### src/dpa_pkg.sv
// Purpose: constants, timing and pin bundle for the dual-port RAM host
// Assumes: 100 MHz mclk; host drives the left port of the memory
// Notes:   all figures in ns are converted to whole clock cycles here
package dpa_pkg;

    // ----------------------------------------------------------------
    // Clock and port timing
    // ----------------------------------------------------------------
    localparam int CLK_PERIOD_NS = 10;
    localparam int ACCESS_NS = 20;
    localparam int FLOWTHROUGH_DELAY_NS = 25;
    localparam int BUSY_SETTLE_NS = 20;
    localparam int WRITE_PULSE_NS = 20;
    localparam int SEMAPHORE_RECOVERY_TIME_NS = 15;
    localparam int SYNC_STAGES = 3;

    // Least times: round up, never below one cycle
    function automatic int cyclesUp(input int ns);
        int c;
        c = (ns + CLK_PERIOD_NS - 1) / CLK_PERIOD_NS;
        return (c < 1) ? 1 : c;
    endfunction

    localparam logic [7:0] READ_CYC =
        8'(cyclesUp(ACCESS_NS + FLOWTHROUGH_DELAY_NS) + SYNC_STAGES);
    localparam logic [7:0] SETTLE_CYC =
        8'(cyclesUp(BUSY_SETTLE_NS) + SYNC_STAGES);
    localparam logic [7:0] WPULSE_CYC = 8'(cyclesUp(WRITE_PULSE_NS));
    localparam logic [7:0] RECOVER_CYC =
        8'(cyclesUp(SEMAPHORE_RECOVERY_TIME_NS));

    // ----------------------------------------------------------------
    // Pin widths
    // ----------------------------------------------------------------
    localparam int ADDR_W = 14;
    localparam int DATA_W = 36;
    localparam int LANES = 4;

    // ----------------------------------------------------------------
    // Register map (byte addresses) and fields
    // ----------------------------------------------------------------
    localparam logic [7:0] REG_CTRL = 8'h00;
    localparam logic [7:0] REG_ADDR = 8'h04;
    localparam logic [7:0] REG_WDATA = 8'h08;
    localparam logic [7:0] REG_WDATA_HI = 8'h0C;
    localparam logic [7:0] REG_RDATA = 8'h10;
    localparam logic [7:0] REG_RDATA_HI = 8'h14;
    localparam logic [7:0] REG_STATUS = 8'h18;

    localparam int CTRL_START = 0;
    localparam int CTRL_OP_LSB = 1;
    localparam int CTRL_LANE_LSB = 4;
    localparam logic [31:0] CTRL_RESET = 32'h0000_00F0;

    localparam int ST_ACTIVE = 0;
    localparam int ST_DONE = 1;
    localparam int ST_MAILBOX = 2;
    localparam int ST_BUSY_SEEN = 3;
    localparam int ST_TOKEN = 4;

    localparam logic [2:0] OP_MEM_RD = 3'h0;
    localparam logic [2:0] OP_MEM_WR = 3'h1;
    localparam logic [2:0] OP_SEM_RD = 3'h2;
    localparam logic [2:0] OP_SEM_WR = 3'h3;
    localparam logic [2:0] OP_SEM_GET = 3'h4;

    // ----------------------------------------------------------------
    // Pins driven toward the memory port (all selects active low)
    // ----------------------------------------------------------------
    typedef struct packed {
        logic [ADDR_W-1:0] addr;
        logic chipEnableN;
        logic readWriteN;
        logic outputEnableN;
        logic tokenLatchSelectN;
        logic [LANES-1:0] byteLaneSelectsN;
        logic [DATA_W-1:0] dq;
        logic dqOeN;
    } dpa_pins_t;

    localparam dpa_pins_t PINS_IDLE = '{
        addr: '0, chipEnableN: 1'b1, readWriteN: 1'b1,
        outputEnableN: 1'b1, tokenLatchSelectN: 1'b1,
        byteLaneSelectsN: 4'hF, dq: '0, dqOeN: 1'b1};

endpackage

### src/dpa_host_ctrl.sv
// Purpose: host controller that drives one memory port and its semaphores
// Assumes: memory is asynchronous; every pin input is resynchronised
// Notes:   software orders one access at a time over a Wishbone slave
//
// Register access over Wishbone and the register offsets were chosen for this implementation.
`timescale 1ns/1ps

module dpa_host_ctrl
    import dpa_pkg::*;
(
    input wire logic mclk,
    input wire logic rst,
    input wire logic wb_cyc_i,
    input wire logic wb_stb_i,
    input wire logic wb_we_i,
    input wire logic [7:0] wb_adr_i,
    input wire logic [3:0] wb_sel_i,
    input wire logic [31:0] wb_dat_i,
    output logic [31:0] wb_dat_o,
    output logic wb_ack_o,
    output dpa_pins_t pins,
    input wire logic [DATA_W-1:0] dqIn,
    input wire logic busyN,
    input wire logic mailboxIrqN
);

    typedef enum logic [2:0] {
        S_IDLE, S_SETUP, S_STROBE, S_CAPTURE, S_RECOVER
    } dpa_state_t;

    // Byte-enable merge used by every writable register
    function automatic logic [31:0] mergeSel(input logic [31:0] oldV,
                                             input logic [31:0] newV,
                                             input logic [3:0] sel);
        logic [31:0] r;
        r = oldV;
        for (int i = 0; i < 4; i++) begin
            if (sel[i]) begin
                r[i*8 +: 8] = newV[i*8 +: 8];
            end
        end
        return r;
    endfunction

    dpa_state_t stateQ;
    logic [7:0] cntQ;
    logic [31:0] ctrlQ, addrQ, wdataQ, wdataHiQ;
    logic [DATA_W-1:0] rdataQ;
    logic ackQ, doneQ, busySeenQ, tokenQ, readPhaseQ;
    logic [2:0] opQ;
    logic [DATA_W-1:0] dqS1, dqS2, dqS3;
    logic [2:0] busyS, irqS;
    logic busyActQ, irqActQ;
    logic take, wbWrite, start, isMemOp, isWriteOp, dqSettled;

    // ----------------------------------------------------------------
    // Wishbone slave: one-cycle answer, every address acknowledged
    // ----------------------------------------------------------------
    assign take = wb_cyc_i && wb_stb_i && !ackQ;
    assign wbWrite = take && wb_we_i;
    assign wb_ack_o = ackQ;
    // A start while an access runs is dropped; status shows it is active
    assign start = wbWrite && wb_adr_i == REG_CTRL && wb_sel_i[0]
                   && wb_dat_i[CTRL_START] && stateQ == S_IDLE;

    always_ff @(posedge mclk) begin
        if (rst) begin
            ackQ <= 1'b0;
        end else begin
            ackQ <= take;
        end
    end

    always_ff @(posedge mclk) begin
        if (rst) begin
            ctrlQ <= CTRL_RESET;
            addrQ <= '0;
            wdataQ <= '0;
            wdataHiQ <= '0;
        end else if (wbWrite) begin
            unique case (wb_adr_i)
                REG_CTRL: ctrlQ <= mergeSel(ctrlQ, wb_dat_i, wb_sel_i);
                REG_ADDR: addrQ <= mergeSel(addrQ, wb_dat_i, wb_sel_i);
                REG_WDATA: wdataQ <= mergeSel(wdataQ, wb_dat_i, wb_sel_i);
                REG_WDATA_HI: begin
                    wdataHiQ <= mergeSel(wdataHiQ, wb_dat_i, wb_sel_i);
                end
                default: ;
            endcase
        end
    end

    always_ff @(posedge mclk) begin
        if (rst) begin
            wb_dat_o <= '0;
        end else if (take) begin
            unique case (wb_adr_i)
                REG_CTRL: wb_dat_o <= {ctrlQ[31:1], 1'b0};
                REG_ADDR: wb_dat_o <= {18'h0, addrQ[ADDR_W-1:0]};
                REG_WDATA: wb_dat_o <= wdataQ;
                REG_WDATA_HI: wb_dat_o <= {28'h0, wdataHiQ[3:0]};
                REG_RDATA: wb_dat_o <= rdataQ[31:0];
                REG_RDATA_HI: wb_dat_o <= {28'h0, rdataQ[DATA_W-1:32]};
                REG_STATUS: begin
                    wb_dat_o <= '0;
                    wb_dat_o[ST_ACTIVE] <= stateQ != S_IDLE;
                    wb_dat_o[ST_DONE] <= doneQ;
                    wb_dat_o[ST_MAILBOX] <= irqActQ;
                    wb_dat_o[ST_BUSY_SEEN] <= busySeenQ;
                    wb_dat_o[ST_TOKEN] <= tokenQ;
                end
                default: wb_dat_o <= '0;
            endcase
        end
    end

    // ----------------------------------------------------------------
    // Pin synchronisers: a change counts once stages two and three agree
    // ----------------------------------------------------------------
    always_ff @(posedge mclk) begin
        if (rst) begin
            dqS1 <= '0;
            dqS2 <= '0;
            dqS3 <= '0;
            busyS <= 3'h7;
            irqS <= 3'h7;
        end else begin
            dqS1 <= dqIn;
            dqS2 <= dqS1;
            dqS3 <= dqS2;
            busyS <= {busyS[1:0], busyN};
            irqS <= {irqS[1:0], mailboxIrqN};
        end
    end

    always_ff @(posedge mclk) begin
        if (rst) begin
            busyActQ <= 1'b0;
            irqActQ <= 1'b0;
        end else begin
            if (busyS[1] == busyS[2]) begin
                busyActQ <= !busyS[2];
            end
            if (irqS[1] == irqS[2]) begin
                irqActQ <= !irqS[2];
            end
        end
    end

    // ----------------------------------------------------------------
    // Access sequencer and port pins
    // ----------------------------------------------------------------
    assign isMemOp = opQ == OP_MEM_RD || opQ == OP_MEM_WR;
    assign isWriteOp = !readPhaseQ;
    // Only lane 0 carries a token value; the rest of the bus may move
    assign dqSettled = isMemOp ? dqS2 == dqS3
                       : dqS2[DATA_W/LANES-1:0] == dqS3[DATA_W/LANES-1:0];

    always_ff @(posedge mclk) begin
        if (rst) begin
            stateQ <= S_IDLE;
            cntQ <= '0;
            opQ <= OP_MEM_RD;
            readPhaseQ <= 1'b0;
            pins <= PINS_IDLE;
            rdataQ <= '0;
            doneQ <= 1'b0;
            busySeenQ <= 1'b0;
            tokenQ <= 1'b0;
        end else begin
            unique case (stateQ)
                S_IDLE: begin
                    if (start) begin
                        opQ <= wb_dat_i[CTRL_OP_LSB +: 3];
                        doneQ <= 1'b0;
                        busySeenQ <= 1'b0;
                        stateQ <= S_SETUP;
                        pins.addr <= addrQ[ADDR_W-1:0];
                        pins.readWriteN <= 1'b1;
                        unique case (wb_dat_i[CTRL_OP_LSB +: 3])
                            OP_MEM_RD: begin
                                pins.chipEnableN <= 1'b0;
                                pins.outputEnableN <= 1'b0;
                                pins.byteLaneSelectsN <=
                                    ~wb_dat_i[CTRL_LANE_LSB +: LANES];
                                readPhaseQ <= 1'b1;
                                cntQ <= READ_CYC;
                            end
                            OP_MEM_WR: begin
                                pins.chipEnableN <= 1'b0;
                                // Only lanes asked for are written
                                pins.byteLaneSelectsN <=
                                    ~wb_dat_i[CTRL_LANE_LSB +: LANES];
                                pins.dq <= {wdataHiQ[3:0], wdataQ};
                                pins.dqOeN <= 1'b0;
                                readPhaseQ <= 1'b0;
                                cntQ <= SETTLE_CYC;
                            end
                            OP_SEM_RD: begin
                                pins.tokenLatchSelectN <= 1'b0;
                                pins.outputEnableN <= 1'b0;
                                readPhaseQ <= 1'b1;
                                cntQ <= READ_CYC;
                            end
                            default: begin
                                // Request is a 0 on bit 0
                                pins.tokenLatchSelectN <= 1'b0;
                                pins.dq <= {35'h0,
                                    wb_dat_i[CTRL_OP_LSB +: 3] == OP_SEM_WR
                                    && wdataQ[0]};
                                pins.dqOeN <= 1'b0;
                                readPhaseQ <= 1'b0;
                                cntQ <= SETTLE_CYC;
                            end
                        endcase
                    end
                end
                S_SETUP: begin
                    if (cntQ > 8'h01) begin
                        cntQ <= cntQ - 8'h01;
                    end else if (isMemOp && busyActQ) begin
                        // Port lost arbitration: hold until it is free
                        busySeenQ <= 1'b1;
                    end else if (isWriteOp) begin
                        pins.readWriteN <= 1'b0;
                        cntQ <= WPULSE_CYC;
                        stateQ <= S_STROBE;
                    end else begin
                        stateQ <= S_CAPTURE;
                    end
                end
                S_STROBE: begin
                    if (cntQ > 8'h01) begin
                        cntQ <= cntQ - 8'h01;
                    end else begin
                        // Data is released on the same edge that raises the write strobe
                        pins.readWriteN <= 1'b1;
                        if (opQ == OP_SEM_GET) begin
                            // Select and OE go high first
                            pins.tokenLatchSelectN <= 1'b1;
                            pins.outputEnableN <= 1'b1;
                            pins.dqOeN <= 1'b1;
                            cntQ <= RECOVER_CYC;
                            stateQ <= S_RECOVER;
                        end else begin
                            pins <= PINS_IDLE;
                            doneQ <= 1'b1;
                            stateQ <= S_IDLE;
                        end
                    end
                end
                S_CAPTURE: begin
                    // Take the value only once the bus has stopped moving
                    if (dqSettled) begin
                        rdataQ <= dqS3;
                        if (!isMemOp) begin
                            tokenQ <= !dqS3[0];
                        end
                        if (opQ == OP_SEM_GET && dqS3[0]) begin
                            // Other port holds it: poll again
                            pins.tokenLatchSelectN <= 1'b1;
                            pins.outputEnableN <= 1'b1;
                            cntQ <= RECOVER_CYC;
                            stateQ <= S_RECOVER;
                        end else begin
                            pins <= PINS_IDLE;
                            doneQ <= 1'b1;
                            stateQ <= S_IDLE;
                        end
                    end
                end
                S_RECOVER: begin
                    if (cntQ > 8'h01) begin
                        cntQ <= cntQ - 8'h01;
                    end else begin
                        // Chip enable was never lowered here
                        pins.tokenLatchSelectN <= 1'b0;
                        pins.outputEnableN <= 1'b0;
                        readPhaseQ <= 1'b1;
                        cntQ <= READ_CYC;
                        stateQ <= S_SETUP;
                    end
                end
                default: begin
                    pins <= PINS_IDLE;
                    stateQ <= S_IDLE;
                end
            endcase
        end
    end

endmodule

### config.mk
export PLATFORM = sky130hd
export DESIGN_NAME = dpa_host_ctrl
export DESIGN_NICKNAME = d
export VERILOG_FILES = /design/src/dpa_pkg.sv /design/src/dpa_host_ctrl.sv
export SDC_FILE = /design/constraint.sdc
export NUM_CORES = 1
export LEC_CHECK = 0
export ABC_CLOCK_PERIOD_IN_PS = 3400
export BUFFER_PORTS_ARGS = -buffer_cell sky130_fd_sc_hd__buf_2
export CAP_MARGIN = 20
export CORE_UTILIZATION = 40
export CTS_CLUSTER_DIAMETER = 80
export DETAILED_ROUTE_END_ITERATION = 10
export GPL_TIMING_DRIVEN = 0
export MAX_ROUTING_LAYER = met4
export PLACE_DENSITY = 0.71
export SLEW_MARGIN = 25
export SYNTH_ARGS = -nofsm -noshare
export SYNTH_HDL_FRONTEND = slang
export SYNTH_SLANG_ARGS = --single-unit
### constraint.sdc
create_clock -name mclk -period 3.4 [get_ports mclk]
set_input_delay 0.17 -clock mclk [delete_from_list [all_inputs] [get_ports mclk]]
set_output_delay 0.17 -clock mclk [all_outputs]
set_load 0.02 [all_outputs]
* Word level (Yosys, flattened, before mapping) *
Index checks and enable logic that the tools add are counted.

storage, ports and cells
  bits in registers = 344
  input bits = 87
  output and inout bits = 92
  word-level logic and storage cells = 189

cells by class
  $add $sub $neg = 1
  $lt $le $gt $ge = 1
  equal/unequal tests = 37
  muxes and demuxes = 56
  bitwise gates (word level) = 5
  reduce and logical (&&, ||, !) cells = 53

operators with widths
  operator              count
  $pmux W32 S7          1
  $mux W59              3
  $pmux W41 S4          1
  $pmux W37 S2          1
  $mux W8               9
  $pmux W15 S4          1
  $mux W41              1
  $mux W40              1
  $pmux W8 S5           1
  $reduce_and A3 Y1     13
  $eq A36 B36 Y1        1
  $reduce_and A6 Y1     6
  $mux W16              2
  $ne A2 B2 Y1 const B  15
  $eq A8 B5 Y1 const B  3
  $mux W3               8
  $reduce_and A7 Y1     3
  $mux W1               18
  $eq A8 B4 Y1 const B  2
  $pmux W3 S5           1
  $eq A3 B2 Y1 const B  4
  $logic_and A1 B1 Y1   10
  $pmux W2 S5           1
  $eq A3 B1 Y1 const B  3
  25 further kinds      44

* Logic depth before layout (Yosys ltp) *
Gate-level depths: netlist (run 1).

  depth in word-level cells = 9
  mapped depth = 11

* Least setup slack after synthesis (run 1) *
Ideal clock, no wire load.

  path kind = flip-flop to flip-flop
  start = register opQ[2]
  end = register rdataQ[10]
  library setup time = 0.128 ns
  data arrival time = 2.265 ns
  data required time = 3.272 ns
  setup slack = 1.007 ns
  stages on the path, launching flop included = 10
  path through = dfxtp_1 nor2_1 nand4_1 or4_1 o21a_1 nor3_1 buf_2 buf_2 mux2i_1 nor2_1

on the way
  cells in the longest elaborated chain, start to end = 4

ends and longest elaborated chain
  what                                              RTL line              text
  from (decl)                                       dpa_host_ctrl.sv:50   logic [2:0] opQ;
  from (signal assigned)                            dpa_host_ctrl.sv:174  opQ <= wb_dat_i[CTRL_OP_LSB +: 3];
  $eq A3 B1 Y1 or $logic_not A3 Y1 (tied branches)  dpa_host_ctrl.sv:153  assign isMemOp = opQ == OP_MEM_RD || opQ == OP_MEM_WR;
  $logic_or A1 B1 Y1 (*)                            dpa_host_ctrl.sv:153
  $mux W1 (*)                                       dpa_host_ctrl.sv:156  assign dqSettled = isMemOp ? dqS2 == dqS3
  $reduce_and A2 Y1 (no source line) (*)            -
  to (signal assigned)                              dpa_host_ctrl.sv:255  rdataQ <= dqS3;
  to (decl)                                         dpa_host_ctrl.sv:48   logic [DATA_W-1:0] rdataQ;

Mark *: on every way between the ends. The rest lies on a longest branch, timed or not.
A chain may end at the register's enable or synchronous reset.

* Final worst setup path (run 1) *
  start = register opQ[2]
  end = register pins[8] (netlist name)

on the way
  cells in the longest elaborated chain, start to end = 5

ends and longest elaborated chain
  what                                              RTL line              text
  $eq A3 B1 Y1 or $logic_not A3 Y1 (tied branches)  dpa_host_ctrl.sv:153
  $logic_or A1 B1 Y1                                dpa_host_ctrl.sv:153
  $mux W1                                           dpa_host_ctrl.sv:156
  $ne A2 B2 Y1 (no source line)                     -
  $reduce_and A7 Y1 (no source line) (*)            -
  to (decl)                                         dpa_host_ctrl.sv:21   output dpa_pins_t pins,

Marked as above.

==> results.ini, run 1 <==
[outcome]
status = completed

[critical_path]
end_kind = flip-flop
r2r_slack_ps = 320
slowest_stage = or4_1
crit_fanout = 10
cp_slowest_stage_delay_ps = 610
reg2reg_depth = 9
cp-start-kind = flip-flop
worstPathRequired_ps = 3850
r2r-start = opQ[2]
crit_chain = nor2_1 > nand4_1 > or4_1 > o21a_1 > o21ai_0 > and3_1 > buf_4 > buf_4 > mux2i_1
arrival_ps = 3530
crit_top_cell = buf_4
critPathKind = flip-flop to flip-flop
reg2reg_to = pins[8]

[placement]
io_buffers = 175
dpl.hpwl_microns = 27900
gp_congestion = 0.948

[die]
start_util_pct = 40.7
dieHeight_microns = 181
ios = 179
core-area_sq_um = 31600
core.rowCount = 65
die_area_sq_um = 32900
dieWidth_microns = 181

[global_route]
grt_overflow = 0
grt_max_degree = 14
grt_pass1_vias = 10503
antenna_found_initial = 0
grt_pass1_wl_microns = 58100
grt_usage_pct = 22.9

[synth]
syn_area_sq_um = 12900
synthMuxAreaShare_pct = 10.0
synth-edff-count = 0
synth_compound_gate_area_share_pct = 10.9
ys_async_sr_fraction_pct = 0
syn-num-nets = 1459
yosysSeqAreaShare_pct = 53.3
synth_top_family_by_area = simple AND/OR/NAND/NOR gates
ys_ff_latch = 343
synthCells = 1370
synth_area_per_cell_sq_um = 9.40
synth_ff_type = dfxtp_1
yosys_warnings = 0
synth_cell_types = 49
synthXorXnorAreaFrac_pct = 2.58
synth-adder-area-share_pct = 0.194
synth-simple-area-share_pct = 19.9

[power]
leakage_nw = 6.43
powerDensity_nw_per_um2 = 548
combPwrFrac_pct = 10.4
pwr-share-seq_pct = 47.2
ir_drop_v = 0.000357
p_int_mw = 6.64
p_sw_mw = 2.16
swShare_pct = 24.5
power_mw = 8.80
clkPwrFrac_pct = 42.4

[clock_tree]
cts_tree = yes
root_buffer = clkbuf_16
cts_max_level = 2
clock_latency_ps = 520
clockBufferDepth = 3
cts_made_buffers = 35
cts-hold-fix-buffers = 67
cts_setup_buffers = 0
clock_sinks = 343
cts-resized-gates = 0
path_clk_slew_ps = 60

[finish]
drive_above_1_share_pct = 15.0
syn_to_final_growth_pct = 24.6
fillers = 2944
multi_input_area_sq_um = 5630
diodes = 0
fin_util_pct = 50.8
nets = 1738
regArea_sq_um = 6870

[routing]
wirelength_microns = 37100
dr_total_vias = 10862
dr.pass1.iters = 7
vias_per_cell = 5.24
drt_iter0_drc = 836
detail-route-antenna-nets = 0
route.detailed.drc = 0
avgRoutedWirePerCell_microns = 17.9

[sta]
fin_crit_sh_pct = 90.7
skew_ps = 16.9
setup_tns_ps = 0
layout_min_cycle_time_ps = 3080
rsz0062_at_grt = false
max_freq_ghz = 0.324
slew_violations = 0
relSlewSlack_pct = 35.5
setup_viol = 0
fin_hold_ws_ps = 142
hold_viol_final = 0
tightestPinTransition_ps = 958

[hold_path]
holdPathEnd = pins[1]
hold_path.class = input pin to flip-flop
hp-start = rst
hold-path-cell-count = 3

[job]
drv_cap = 0

-- worst max-delay path, delay by kind of cell (launching register included) --
kind	cells	cell delay, ps
DFF	1	340
and+or+nand+nor	4	1510
buffers and inverters	2	480
muxes	1	220
AOI/OAI and AO/OA	2	460
-- cells in the mapped netlist, types with 3 or more instances --
master / count / share of area [%]
dfxtp_1: 343 / 53
nor2_1: 180 / 5.2
mux2i_1: 129 / 10
nand2_1: 126 / 3.7
nor2b_1: 109 / 5.3
a21oi_1: 95 / 3.7
clkbuf_1: 79 / 2.3
nand3_1: 38 / 1.5
o21ai_0: 33 / 1.3
a22oi_1: 32 / 1.9
nand4_1: 28 / 1.4
a222oi_1: 22 / 1.7
xnor2_1: 19 / 1.3
xor2_1: 19 / 1.3
nor3_1: 17 / 0.66
a31oi_1: 12 / 0.58
nor4_1: 8 / 0.39
buf_2: 7 / 0.27
or2_2: 7 / 0.34
or4_1: 6 / 0.35
a211oi_1: 5 / 0.29
inv_1: 5 / 0.15
and3_1: 4 / 0.19
buf_4: 4 / 0.23
o211ai_1: 3 / 0.17
o21a_1: 3 / 0.17
o311ai_0: 3 / 0.20
o41ai_1: 3 / 0.20
-- cell usage in the layout, fill, tap and decap left out, types with 36 or more instances in the layout --
cell type | synthesis | routed
nand2_1 | 126 | 126
nor2b_1 | 109 | 109
mux2i_1 | 129 | 129
nand3_1 | 38 | 38
buf_2 | 7 | 182
dfxtp_1 | 343 | 343
a21oi_1 | 95 | 95
dlygate4sd3_1 | 0 | 67
clkbuf_1 | 79 | 85
nor2_1 | 180 | 180
clkbuf_16 | 0 | 36
-- how the worst max path moves through the flow --
stage                      from    endpoint  slack, ps  cells past startpoint
finish                   opQ[2]     pins[8]        320                      9
global route             opQ[2]    pins[52]        100                      8
CTS                      opQ[1]    pins[35]        320                      9
detailed placement  wb_adr_i[5]     pins[8]        340                     10
global placement    wb_adr_i[5]    pins[19]        350                     10
floorplan                opQ[2]  rdataQ[10]       1010                      9
-- cell families (layout without fill, tap and decap cells) --
kind of cell,Yosys count,in the layout
AO/OA/AOI/OAI,223,223
XOR/XNOR,38,38
adder cells (fa/ha/maj),2,2
buffers and inverters,98,398
flip-flops,343,343
multiplexers,129,129
AND/OR/NAND/NOR,537,537
-- area by class of cell --
cell class	count	share of cell area (%)
inverters	6	0.140
clock buffers	50	6.44
multi-input cells	929	35.1
repair buffers	242	9.63
clock inverters	8	0.538
well taps	402	3.13
plain buffers	92	2.30
flip-flops and latches	343	42.8
-- power by group through the flow --
stage,registers (mW),clock network (mW),logic (mW)
2_1_floorplan,4.24,0,0.560
3_3_place_gp,4.24,0,0.837
3_5_place_dp,4.24,0,0.845
4_1_cts,4.15,3.77,0.908
5_1_grt,4.16,3.95,0.989
6_report,4.15,3.73,0.917
-- per-layer routing --
layer,GRT usage (%),part of all wire [%],up-vias
met2,36.1,45,416
met1,30.1,45,5059
met5,-,0,-
li1,-,-,5305
met4,8.51,3.5,0
met3,2.89,6.1,82
-- registers in the layout, summed over array words and instances (netlist names) --
register / cells
busyActQ: 1
opQ: 3
dqS1: 36
irqActQ: 1
doneQ: 1
dqS3: 36
dqS2: 36
readPhaseQ: 1
wb_dat_o: 32
addrQ: 14
stateQ: 3
busyS: 3
irqS: 3
wdataQ: 32
wdataHiQ: 4
busySeenQ: 1
cntQ: 8
ctrlQ: 31
tokenQ: 1
pins: 59
rdataQ: 36
wb_ack_o: 1
-- stage by stage --
step	setup slack, ps	area [sq um]	cells
detailed placement	340	14300	1947
finish	318	16100	2072
global route	104	16100	2072
CTS	322	16100	2072
global placement	347	14300	1947
floorplan	1010	12900	1370
Note: power is estimated with default switching activity, not from simulation.
==> run 2: changes to the inputs <==
- GPL_TIMING_DRIVEN: 0 -> default
==> run 2 against run 1 <==
  * Count of clock-buffer cells in the layout is 2 higher
  * Core utilization decreased by 0.39 points
  * Die area stayed put
  * Maximum frequency rose by 0.33%
  * Final cell count is 3.0% lower
  * Via count fell by 2.8%
  * Register-to-register slack barely moved
  * Global-route usage down 1.7 points
  * Largest cell class unchanged
  * Largest power group unchanged
==> results.ini, run 2 (same netlist as run 1, synthesis figures left out) <==
[outcome]
status = completed

[clock_tree]
cts_tree = yes
clock_latency_ps = 520  ; about the same
root_buffer = clkbuf_16
cts_max_level = 2  ; unchanged
cts_made_buffers = 36  ; +2.9%
clockBufferDepth = 3  ; unchanged
clock_sinks = 343  ; unchanged
path_clk_slew_ps = 60  ; about the same

[power]
combPwrFrac_pct = 9.8  ; -0.6 points
leakage_nw = 6.43  ; about the same
swShare_pct = 24.5  ; about the same
power_mw = 8.82  ; +0.27%
p_sw_mw = 2.16  ; +0.28%
pwr-share-seq_pct = 47.2  ; about the same
clkPwrFrac_pct = 43.0  ; +0.6 points
p_int_mw = 6.66  ; +0.26%
powerDensity_nw_per_um2 = 553  ; +1.0%
ir_drop_v = 0.000323  ; -9.6%

[sta]
rsz0062_at_grt = false
hold_viol_final = 0  ; unchanged
slew_violations = 0  ; unchanged
setup_viol = 0  ; unchanged
max_freq_ghz = 0.325  ; +0.33%
skew_ps = 25.2  ; +8.35 ps
layout_min_cycle_time_ps = 3070  ; -10.0 ps
relSlewSlack_pct = 36.5  ; +0.94 points
fin_hold_ws_ps = 42.3  ; -99.5 ps
fin_ws_ps = 328  ; +10.0 ps
fin_crit_sh_pct = 90.4  ; -0.29 points
tightestPinTransition_ps = 953  ; -5.26 ps
setup_tns_ps = 0  ; unchanged

[routing]
vias_per_cell = 5.25  ; +0.22%
wirelength_microns = 34200  ; -7.8%
detail-route-antenna-nets = 0  ; unchanged
dr_total_vias = 10555  ; -2.8%
drt_iter0_drc = 899  ; +7.5%
route.detailed.drc = 0  ; unchanged
avgRoutedWirePerCell_microns = 17.0  ; -4.9%
dr.pass1.iters = 9  ; +2

[finish]
fillers = 2859  ; -2.9%
nets = 1670  ; -3.9%
diodes = 0  ; unchanged
final_cell_mix = 343 x dfxtp_1, 178 x nor2_1, 177 x buf_2
drive_above_1_share_pct = 16.9  ; +2.0 points
postLayoutCellArea_sq_um = 15900  ; -0.76%
fin_util_pct = 50.4  ; -0.39 points
largest_register_ffs = 59  ; unchanged
fin_cells = 2009  ; -3.0%
final_common_cell = dfxtp_1
regMostFlops = pins
syn_to_final_growth_pct = 23.7

[die]
core-area_sq_um = 31600  ; unchanged
die_area_sq_um = 32900  ; unchanged
dieWidth_microns = 181  ; unchanged
ios = 179  ; unchanged
core.rowCount = 65  ; unchanged
start_util_pct = 40.7  ; unchanged
dieHeight_microns = 181  ; unchanged

[global_route]
grt_max_degree = 154  ; +140
grt_usage_pct = 21.2  ; -1.7 points
antenna_found_initial = 0  ; unchanged
grt_pass1_wl_microns = 54500  ; -6.2%
grt_overflow = 0  ; unchanged
grt_pass1_vias = 9954  ; -5.2%

[placement]
gp_congestion = 0.892  ; -5.9%
preCtsSetupSlack_ps = 358  ; +18.0 ps
dpl_cell_area_sq_um = 14100  ; -1.1%
io_buffers = 178  ; +1.7%
placed_cells = 1878  ; -3.5%
dpl.hpwl_microns = 23700  ; -15%

[critical_path]
critPathKind = flip-flop to flip-flop
cp-start-kind = flip-flop
end_kind = flip-flop
worstPathRequired_ps = 3710  ; -140 ps
arrival_ps = 3380  ; -150 ps
crit_fanout = 13  ; +3

[hold_path]
hold_path.class = input pin to flip-flop

[job]
drv_cap = 0  ; unchanged

## run 2: metal layers
layer  track usage, %  wire length, microns  vias to the layer above
met4             8.54                  1180                        0
met2             31.0                 14800                      401
met3             2.75                  2330                       73
li1                 -                     -                     5182
met1             29.6                 15900                     4899
met5                -                     0                        -
## run 2: worst max-delay path, stage by stage (launching register included)
cell,delay (ps)
dfxtp_1,320
nor2_1,430
nand4_1,130
or4_1,560
o211ai_1,440
nand2_1,370
o41ai_1,420
o311ai_0,190
## run 2: final timing paths
check | slack (ps) | startpoint | cells after the start | end
worst min register to register | 410 | irqS[0] | 1 | irqS[1]
worst min-delay path | 40 | wb_dat_i[1] | 3 | addrQ[1]
worst max register to register | 330 | opQ[2] | 7 | pins[0]
worst max-delay path | 330 | opQ[2] | 7 | pins[0]
## run 2: what timing repair did
action,4_1_cts,5_1_grt
gates resized for setup,0,0
hold endpoints to repair,111,0
hold buffers,67,0
buffers inserted,0,0
## run 2: power groups by stage
| stage | registers, mW | clock network (mW) | logic [mW] |
|---|---|---|---|
| final | 4.16 | 3.79 | 0.867 |
| after global routing | 4.17 | 4.05 | 0.943 |
| after CTS | 4.16 | 3.86 | 0.858 |
| after detailed placement | 4.25 | 0 | 0.796 |
| after global placement | 4.25 | 0 | 0.789 |
| after floorplan | 4.24 | 0 | 0.560 |
## run 2: area by class of cell
| cell class | count | area (sq um) | share of cell area, % |
|---|---|---|---|
| timing repair buffer | 265 | 1750 | 11.0 |
| tap | 402 | 503 | 3.16 |
| inverter | 6 | 22.5 | 0.141 |
| sequential | 343 | 6870 | 43.1 |
| clock inverter | 12 | 71.3 | 0.448 |
| clock buffer | 52 | 1080 | 6.80 |
| multi-input combinational | 929 | 5640 | 35.4 |
==> run 3: changes to the inputs <==
- RECOVER_POWER: default -> 50
==> run 3 against run 2 <==
  * The flow now finishes with violations (max-capacitance violations, max-slew violations)
  * Power is 0.11% lower
  * Critical path depth did not move
  * Setup slack got worse by 5.8 ps
  * Flip-flop and latch count unchanged
==> results.ini, run 3 (same netlist as run 1, synthesis figures left out) <==
[finish]
nets = 1670  ; unchanged
syn_to_final_growth_pct = 22.7
regMostFlops = pins
final_cell_mix = 343 x dfxtp_1, 179 x nor2_1, 129 x mux2i_1
diodes = 0  ; unchanged
postLayoutCellArea_sq_um = 15800  ; -0.82%
largest_register_ffs = 59  ; unchanged
drive_above_1_share_pct = 11.1  ; -5.8 points
final_common_cell = dfxtp_1

[clock_tree]
cts_tree = yes
clock_sinks = 343  ; unchanged
cts_max_level = 2  ; unchanged
clockBufferDepth = 3  ; unchanged
cts_made_buffers = 36  ; unchanged
clock_latency_ps = 520  ; about the same
root_buffer = clkbuf_16
path_clk_slew_ps = 60  ; about the same

[critical_path]
reg2reg_depth = 7  ; unchanged
slowest_stage = or4_1
cp_slowest_stage_delay_ps = 560  ; about the same
worstPathRequired_ps = 3710  ; about the same
end_kind = flip-flop
critPathKind = flip-flop to flip-flop
arrival_ps = 3390  ; about the same
crit_fanout = 13  ; unchanged
crit_chain = nor2_1 > nand4_1 > or4_1 > o211ai_1 > nand2_1 > o41ai_1 > o311ai_0
cp-start-kind = flip-flop

[sta]
slew_violations = 151  ; +151
tightestPinTransition_ps = 1630  ; +681 ps
relSlewSlack_pct = -8.96  ; -45 points
rsz0062_at_grt = false
max_freq_ghz = 0.325  ; -0.19%
skew_ps = 25.6  ; +0.372 ps
setup_tns_ps = 0  ; unchanged
setup_viol = 0  ; unchanged
fin_crit_sh_pct = 90.5  ; +0.17 points
layout_min_cycle_time_ps = 3080  ; +5.77 ps
hold_viol_final = 0  ; unchanged

[power]
p_sw_mw = 2.16  ; -0.23%
combPwrFrac_pct = 9.7  ; about the same
leakage_nw = 6.05  ; -5.9%
ir_drop_v = 0.000323  ; about the same
power_mw = 8.81  ; -0.11%
swShare_pct = 24.5  ; -0.031 points
p_int_mw = 6.65  ; about the same
pwr-share-seq_pct = 47.3  ; about the same
powerDensity_nw_per_um2 = 557  ; +0.71%
clkPwrFrac_pct = 43.0  ; about the same

[routing]
dr_total_vias = 10593  ; +0.36%
avgRoutedWirePerCell_microns = 17.0  ; about the same
route.detailed.drc = 0  ; unchanged
drt_iter0_drc = 932  ; +3.7%
dr.pass1.iters = 5  ; -4
wirelength_microns = 34200  ; about the same
vias_per_cell = 5.27  ; +0.36%
detail-route-antenna-nets = 0  ; unchanged

[die]
start_util_pct = 40.7  ; unchanged
die_area_sq_um = 32900  ; unchanged
core-area_sq_um = 31600  ; unchanged
dieHeight_microns = 181  ; unchanged
core.rowCount = 65  ; unchanged
ios = 179  ; unchanged
dieWidth_microns = 181  ; unchanged

[hold_path]
hold_path.class = input pin to flip-flop
hold-path-cell-count = 3  ; unchanged

[placement]
io_buffers = 178  ; unchanged
gp_congestion = 0.892  ; unchanged
dpl_cell_area_sq_um = 14100  ; unchanged
dpl.hpwl_microns = 23700  ; unchanged

[global_route]
grt_pass1_vias = 9954  ; unchanged
grt_usage_pct = 21.2  ; unchanged
grt_pass1_wl_microns = 54500  ; unchanged
grt_overflow = 0  ; unchanged
antenna_found_initial = 0  ; unchanged
grt_max_degree = 154  ; unchanged

[job]
drv_cap = 1  ; +1

[outcome]
status = finished, violations left
violations = max-capacitance violations, max-slew violations

## run 3: critical path, delay by kind of cell, from the launching register on
family	cells	cell delay [ps]
AOI/OAI and AO/OA	3	1050
DFF	1	330
and+or+nand+nor	4	1500
## run 3: metal layers
layer,track usage (%),share of wire [%]
met5,-,0
met4,8.54,3.6
met3,2.75,6.5
met2,31.0,43
met1,29.6,47
## run 3: repair_timing
action / CTS / global route
hold buffers: 67 / 0
hold endpoints to repair: 111 / 0
resized for setup: 0 / 0
setup buffers: 0 / 0
## run 3: area by class of cell
type / instances / area (sq um)
clock buffer: 52 / 1080
clock inverter: 12 / 71.3
fill: 2902 / 15800
inverter: 6 / 22.5
multi-input combinational: 929 / 5640
sequential: 343 / 6870
tap: 402 / 503
timing repair buffer: 265 / 1620
## run 3: through the flow
step	setup WS [ps]	util, %	std cells	hold WS, ps
2_1_floorplan	1010	-	1370	274
3_3_place_gp	454	44.6	1878	359
3_5_place_dp	358	44.6	1878	357
4_1_cts	349	50.4	2009	26.4
5_1_grt	119	50.0	2009	52.1
6_report	322	50.0	2009	39.3
## run 3: power groups by stage
stage                     logic, mW  registers, mW  clock network, mW
after floorplan               0.560           4.24                  0
after global placement        0.789           4.25                  0
after detailed placement      0.796           4.25                  0
after CTS                     0.858           4.16               3.86
after global routing          0.938           4.17               4.05
final                         0.857           4.16               3.79
## run 3: final timing paths
| check | startpoint | to | slack [ps] |
|---|---|---|---|
| setup / recovery | opQ[2] | pins[0] | 320 |
| hold / removal | wb_dat_i[1] | addrQ[1] | 40 |
| setup reg to reg | opQ[2] | pins[0] | 320 |
| hold reg to reg | irqS[0] | irqS[1] | 410 |
